## src/shared/ser_pkg.sv

```systemverilog
// serializer package: register map, field layout, timing constants
package ser_pkg;

	// ------------------------------------------------------------
	// geometry
	// ------------------------------------------------------------
	localparam int unsigned LANES       = 16;
	localparam int unsigned DIV_STAGES  = 4;
	localparam int unsigned CLK_PERIOD_NS = 10;

	// ------------------------------------------------------------
	// register map (byte addresses)
	// ------------------------------------------------------------
	localparam int unsigned ADDR_W      = 4;
	localparam logic [3:0]  ADDR_CTRL   = 4'h0;
	localparam logic [3:0]  ADDR_STATUS = 4'h4;
	localparam logic [3:0]  ADDR_WORD   = 4'h8;

	// control field positions
	localparam int unsigned CTRL_ORDER_BIT  = 0;
	localparam int unsigned CTRL_FWDOFF_BIT = 1;
	localparam int unsigned CTRL_PHLO_BIT   = 2;
	localparam int unsigned CTRL_PHHI_BIT   = 3;

	// status field positions
	localparam int unsigned STAT_CNT_LSB   = 0;
	localparam int unsigned STAT_WCLK_BIT  = 4;
	localparam int unsigned STAT_WORD_LSB  = 16;

	// reset values: lane zero first, forwarded clock on, 270 degrees
	localparam logic [3:0]  CTRL_RESET  = 4'h0;

	// one quarter of a word period in bit clocks
	localparam logic [3:0]  PHASE_STEP  = 4'h4;

	// ------------------------------------------------------------
	// carriers
	// ------------------------------------------------------------
	typedef struct packed {
		logic phase_select_hi;
		logic phase_select_lo;
		logic fwd_clock_off;
		logic bit_order;
	} ser_ctrl_t;

	typedef struct packed {
		logic [ADDR_W-1:0] address;
		logic              read;
		logic              write;
		logic [31:0]       writedata;
		logic [3:0]        byteenable;
	} ser_bus_req_t;

endpackage

```

## src/ser_serializer.sv

```systemverilog
// 16-to-1 serializer core with divider chain, phase select and Avalon-MM control
//
// Operation
// - sixteen word-rate lanes merge into one full-rate serial stream.
// - word clock comes from four cascaded divide-by-two stages off the bit clock.
// - each divided clock feeds the next stage and one mux tree select level.
// - whole input word captured at the falling edge of the word clock.
// - capture-to-serial-output latency is about one word clock period.
// - order 0 sends lane zero first; order 1 sends lane fifteen first.
// - forwarded-clock disable 0 outputs the bit clock; 1 switches it off.
// - phase selects give 270, 180, 90, 0 degrees for 00, 01, 10, 11.
// - bit clock is forwarded alongside the serial data.
// - phased word clock is driven out for the upstream source.
// - works at any bit clock rate down to static, no minimum.
//
// The placing of the registers and the Avalon-MM slave port were decided locally.
`timescale 1ns/1ps
module ser_serializer
	import ser_pkg::*;
#(
	parameter int unsigned N_LANES = 16
) (
	// clock and reset
	input  wire logic                       clk,
	input  wire logic                       nrst,
	// avalon-mm slave
	input  wire logic [ser_pkg::ADDR_W-1:0] avs_address,
	input  wire logic                       avs_read,
	input  wire logic                       avs_write,
	input  wire logic [31:0]                avs_writedata,
	input  wire logic [3:0]                 avs_byteenable,
	output logic      [31:0]                avs_readdata,
	output logic                            avs_waitrequest,
	// parallel lanes from upstream
	input  wire logic [N_LANES-1:0]         lane_in,
	// outputs
	output logic                            serial_out,
	output logic                            fwd_clock_out,
	output logic                            word_clock_out
);
	import ser_pkg::*;

	// ------------------------------------------------------------
	// helpers
	// ------------------------------------------------------------
	function automatic logic [3:0] lane_of(input logic [3:0] c, input logic order);
		lane_of = order ? (4'hF - c) : c;
	endfunction

	function automatic logic [3:0] phase_lag(input logic hi, input logic lo);
		logic [1:0] sel;
		sel = {hi, lo};
		phase_lag = 4'(PHASE_STEP * (2'h3 - sel));
	endfunction

	// ------------------------------------------------------------
	// signals
	// ------------------------------------------------------------
	ser_bus_req_t       req;
	ser_ctrl_t          ctrl;
	logic               ack;
	logic [3:0]         div;
	logic [N_LANES-1:0] lane_s1;
	logic [N_LANES-1:0] lane_s2;
	logic [N_LANES-1:0] word_reg;
	logic               word_clock;
	logic               word_fall;
	logic               fwd_on;
	logic [3:0]         next_lag_cnt;
	logic [31:0]        next_readdata;

	assign req = '{address: avs_address, read: avs_read, write: avs_write,
	               writedata: avs_writedata, byteenable: avs_byteenable};

	// ------------------------------------------------------------
	// bus slave: every access answers one cycle after it rises
	// ------------------------------------------------------------
	assign avs_waitrequest = (req.read | req.write) & ~ack;

	always_ff @(posedge clk) begin
		if (!nrst) begin
			ack <= 1'b0;
		end else begin
			ack <= (req.read | req.write) & ~ack;
		end
	end

	always_ff @(posedge clk) begin
		if (!nrst) begin
			ctrl <= ser_ctrl_t'(CTRL_RESET);
		end else if (req.write && ack && req.address == ADDR_CTRL && req.byteenable[0]) begin
			ctrl.bit_order       <= req.writedata[CTRL_ORDER_BIT];
			ctrl.fwd_clock_off   <= req.writedata[CTRL_FWDOFF_BIT];
			ctrl.phase_select_lo <= req.writedata[CTRL_PHLO_BIT];
			ctrl.phase_select_hi <= req.writedata[CTRL_PHHI_BIT];
		end
	end

	always_comb begin
		next_readdata = 32'h0000_0000;
		case (req.address)
			ADDR_CTRL: begin
				next_readdata[CTRL_ORDER_BIT]  = ctrl.bit_order;
				next_readdata[CTRL_FWDOFF_BIT] = ctrl.fwd_clock_off;
				next_readdata[CTRL_PHLO_BIT]   = ctrl.phase_select_lo;
				next_readdata[CTRL_PHHI_BIT]   = ctrl.phase_select_hi;
			end
			ADDR_STATUS: begin
				next_readdata[STAT_CNT_LSB +: 4]        = div;
				next_readdata[STAT_WCLK_BIT]            = word_clock_out;
				next_readdata[STAT_WORD_LSB +: N_LANES] = word_reg;
			end
			ADDR_WORD: begin
				next_readdata[N_LANES-1:0] = word_reg;
			end
			default: begin
				next_readdata = 32'h0000_0000;
			end
		endcase
	end

	// readdata settles on the waiting cycle so it stands at the release edge
	always_ff @(posedge clk) begin
		if (!nrst) begin
			avs_readdata <= 32'h0000_0000;
		end else if (req.read && !ack) begin
			avs_readdata <= next_readdata;
		end
	end

	// ------------------------------------------------------------
	// divider chain
	// ------------------------------------------------------------
	// synchronous cascade: a stage flips when every faster stage is about to
	// fall, i.e. on the falling edge of its neighbour, without ripple skew;
	// pure logic on clk, so it holds state at any rate down to a stopped clock
	genvar gi;
	generate
		for (gi = 0; gi < DIV_STAGES; gi++) begin : g_div
			// stage zero has no faster neighbour, so it toggles on every edge
			if (gi == 0) begin : g_first
				always_ff @(posedge clk) begin
					if (!nrst) begin
						div[gi] <= 1'b0;
					end else begin
						div[gi] <= ~div[gi];
					end
				end
			end else begin : g_next
				always_ff @(posedge clk) begin
					if (!nrst) begin
						div[gi] <= 1'b0;
					end else begin
						div[gi] <= div[gi] ^ (&div[gi-1:0]);
					end
				end
			end
		end
	endgenerate

	// power-up phase only pinned by reset; no alignment to any external event
	assign word_clock = div[DIV_STAGES-1];
	assign word_fall  = &div;

	// ------------------------------------------------------------
	// lane capture
	// ------------------------------------------------------------
	always_ff @(posedge clk) begin
		if (!nrst) begin
			lane_s1 <= '0;
			lane_s2 <= '0;
		end else begin
			lane_s1 <= lane_in;
			lane_s2 <= lane_s1;
		end
	end

	// upstream must hold each word a full period; faster lanes alias
	always_ff @(posedge clk) begin
		if (!nrst) begin
			word_reg <= '0;
		end else if (word_fall) begin
			word_reg <= lane_s2;
		end
	end

	// ------------------------------------------------------------
	// mux tree: divider bits are the select levels
	// ------------------------------------------------------------
	always_ff @(posedge clk) begin
		if (!nrst) begin
			serial_out <= 1'b0;
		end else begin
			serial_out <= word_reg[lane_of(div, ctrl.bit_order)];
		end
	end

	// ------------------------------------------------------------
	// clock outputs
	// ------------------------------------------------------------
	always_ff @(posedge clk) begin
		if (!nrst) begin
			fwd_on <= 1'b0;
		end else begin
			fwd_on <= ~ctrl.fwd_clock_off;
		end
	end

	// gating is a model of the buffer enable; an enable change clips one pulse
	assign fwd_clock_out = clk & fwd_on;

	assign next_lag_cnt = div - phase_lag(ctrl.phase_select_hi, ctrl.phase_select_lo);

	always_ff @(posedge clk) begin
		if (!nrst) begin
			word_clock_out <= 1'b0;
		end else begin
			word_clock_out <= next_lag_cnt[3];
		end
	end
endmodule

```

## config.mk

```make
export PLATFORM = sky130hd
export DESIGN_NAME = ser_serializer
export DESIGN_NICKNAME = d
export VERILOG_FILES = /design/src/shared/ser_pkg.sv /design/src/ser_serializer.sv
export SDC_FILE = /design/constraint.sdc
export NUM_CORES = 1
export LEC_CHECK = 0
export BUFFER_PORTS_ARGS = -buffer_cell sky130_fd_sc_hd__buf_2
export CAP_MARGIN = 10
export CORE_MARGIN = 5
export CORE_UTILIZATION = 52
export DETAILED_ROUTE_END_ITERATION = 10
export GPL_ROUTABILITY_DRIVEN = 0
export PLACE_DENSITY = 0.79
export SETUP_SLACK_MARGIN = 0.15
export SLEW_MARGIN = 20
export SYNTH_ARGS = -nofsm -noshare
export SYNTH_HDL_FRONTEND = slang
export SYNTH_SLANG_ARGS = --single-unit
```

## constraint.sdc

```tcl
create_clock -name clk -period 2 [get_ports clk]
set_input_delay 0.1 -clock clk [delete_from_list [all_inputs] [get_ports clk]]
set_output_delay 0.1 -clock clk [all_outputs]
set_load 0.01 [all_outputs]
```

==> metrics <==
share of layout cells above drive strength 1 22.6%; Slew Limit Fails 0; Ys Warns 0; worst vdd ir 0.000514 V; Reg clk slew, reported paths 100 ps; count of cell types in the netlist 43; Setup-failing EPs final 0; FF/Latch Area around 1800 µm²; Post-synth EDFFs 0; Slew @ Worst Pin roughly 640 ps; Initial DRT Pass Iterations 4; DR vias 2755; Final Skew 13.6 ps; MaxCap Viol Count 0; Routed WL per cell 13.5 µm; asr flop ratio synth 0%; Final HPWL DP 4.83 mm; CP peak stage delay 570 ps; CP max-delay cell dfxtp_1; WP buf/inv 0; worst-path cell chain and2b_4, a211o_1, a221oi_2, nor3_1, a31o_1; area occupied by multi-input gates 1580 µm²; max reg flops 32; Synth Area per Inst 9.95 µm²; grt total ovfl 0; Die ar. 8630 µm²; Post-CTS Repair Setup Buffers 0; initial DRC count approximately 180; WS Path Type reg2reg; Crit path max-delay family compound AO/OA/AOI/OAI gates; Vias/cell 5.24; reg2reg path depth 5; leakage power 1.77 nW; area delta synth->final 22.8%; RSZ-0062 raised after global routing false; Placed Area between 3000 and 4000 µm²; initial antenna violation count 0; Die H 92.9 µm; fin area between 4000 and 5000 µm²; number of global-route vias before repair 2637; Final min period 1700 ps; Post-DRT Antenna Nets 0; Mapped Cells 359; min-delay src avs_write; Worst Hold Class in2reg; drc violations 0; hold path cells 4; Post-Route WL 7.08 mm; Filler cells approximately 560; Synth area leader dfxtp_1; worst setup path startpoint div[1]; FF+latch count, synth 92; Fin. Hold Viols 0; routed length on met3 481 µm; post-synth net total 421; Post-Syn Area 3570 µm²; TNS Setup 0 ps; final hold slack 13.7 ps; fin nets 503; status finished clean; Biggest register avs_readdata; Critical Path Source Type flip-flop; largest net degree at the start of global routing 50; Met2 Routed Length 3.26 mm; IO Pins 96; Total GRT Usage 17.7%; CTS tree yes; IO Port Bufs 64; dominant synthesized flop cell dfxtp_1; register area share after synthesis 51.6%; PwrDens 811 nW/µm²; first-pass GRT wire length 11.9 mm; wire length on met1 3.17 mm; Final Cycle Share 85.1%; CP Depth 5; WP data arrival 2070 ps; crit path capture type flip-flop; num rows 30; post-synth top area share between 50% and 60%; Worst R2R Start div[1]; Core ar. 6760 µm²; die width 92.9 µm; Rel. slew slack between 50 and 60%; Area contributors post-synth dfxtp_1, nor2b_1, a22oi_1; DR top layer met4; Critical Path RT 2370 ps; n_diodes 0; later-pin clock latency in the skew report approximately 470 ps; # resized after CTS 0; fmax just under 600 MHz; Starting Density 52.9%; Max FO, Critical Path 10
==> timing repair <==
item                                    in CTS  in global routing
hold buffers                                21                  0
hold endpoints to repair                    21                  0
endpoints found under the setup margin       0                  0
==> routing by layer <==
metal  global-route usage (%)  vias to the layer above
met3                     4.47                       20
met2                     28.0                       97
met5                        0                        -
met4                     9.52                        0
met1                     22.0                     1259
li1                         -                     1379
==> where the power goes <==
part	total, mW	leakage (nW)	switching (mW)	internal, mW
combinational	0.229	0.884	0.104	0.125
sequential	1.89	0.749	0.0203	1.87
clock	1.44	0.135	0.705	0.737
total	3.56	1.77	0.829	2.73
==> worst min-delay path, cell delays in order <==
cell,delay [ps]
buf_2,90
nor2_1,40
nor2_1,100
and2_1,130
==> cells by family after synthesis <==
kind of cell               count (synthesis)  share of synthesized area, %
AOI/OAI and AO/OA                         73                          15.1
buffers and inverters                     29                          4.31
and+or+nand+nor                          143                          22.7
adders and majority gates                  2                         0.700
DFF                                       92                          51.6
muxes                                     16                          4.66
xor gates and xnor gates                   4                         0.981
==> layout make-up <==
| cell class | instances | area share [%] |
|---|---|---|
| Inverter | 1 | 0.0855 |
| Sequential cell | 92 | 42.0 |
| Tap cell | 80 | 2.28 |
| Timing Repair Buffer | 95 | 13.9 |
| Multi-Input combinational cell | 238 | 36.1 |
| Clock buffer | 13 | 3.88 |
| Clock inverter | 7 | 1.85 |
==> worst paths after layout <==
check	end	slack [ps]
hold / removal	ack	10
hold reg to reg	lane_s2[14]	440
setup / recovery	serial_out	300
setup reg to reg	serial_out	300
==> cells in the mapped netlist (2+ instances only) <==
library cell and n:
ha_1 2, buf_6 4, nor2b_1 42, o22ai_1 2, xnor2_1 2, buf_2 6, and2_1 38, a22oi_1 32
clkbuf_1 16, a211o_1 3, or3_1 2, xor2_1 2, mux2i_1 14, o21ai_0 7, a21oi_1 2, buf_4 2
nand3_1 3, nor2_1 5, dfxtp_1 92, o21ai_1 2, nand2_1 42, nand2b_1 3, a21boi_0 16
==> per-stage QoR <==
stage / std cells / power (mW) / setup WS [ps] / utilization, %
5_1_grt: 526 / 3.71 / 168 / 64.9
3_3_place_gp: 486 / 2.15 / 341 / 58.2
3_5_place_dp: 486 / 2.15 / 319 / 58.2
2_1_floorplan: 359 / 2.09 / 534 / -
6_report: 526 / 3.56 / 298 / 64.9
4_1_cts: 526 / 3.59 / 297 / 64.9
==> placed cells by master (no fill, tap or decap), drive strengths merged, types with 4 or more instances in the layout <==
| master | Yosys | layout |
|---|---|---|
| dfxtp | 92 | 92 |
| o21ai | 9 | 9 |
| buf | 12 | 75 |
| nand2 | 42 | 42 |
| nor2 | 5 | 5 |
| a22oi | 32 | 32 |
| nor2b | 42 | 42 |
| a21boi | 16 | 16 |
| mux2i | 14 | 14 |
| inv | 1 | 4 |
| and2 | 38 | 38 |
| dlygate4sd3 | 0 | 21 |
| clkbuf | 16 | 12 |
(Power assumes the default switching activity.)
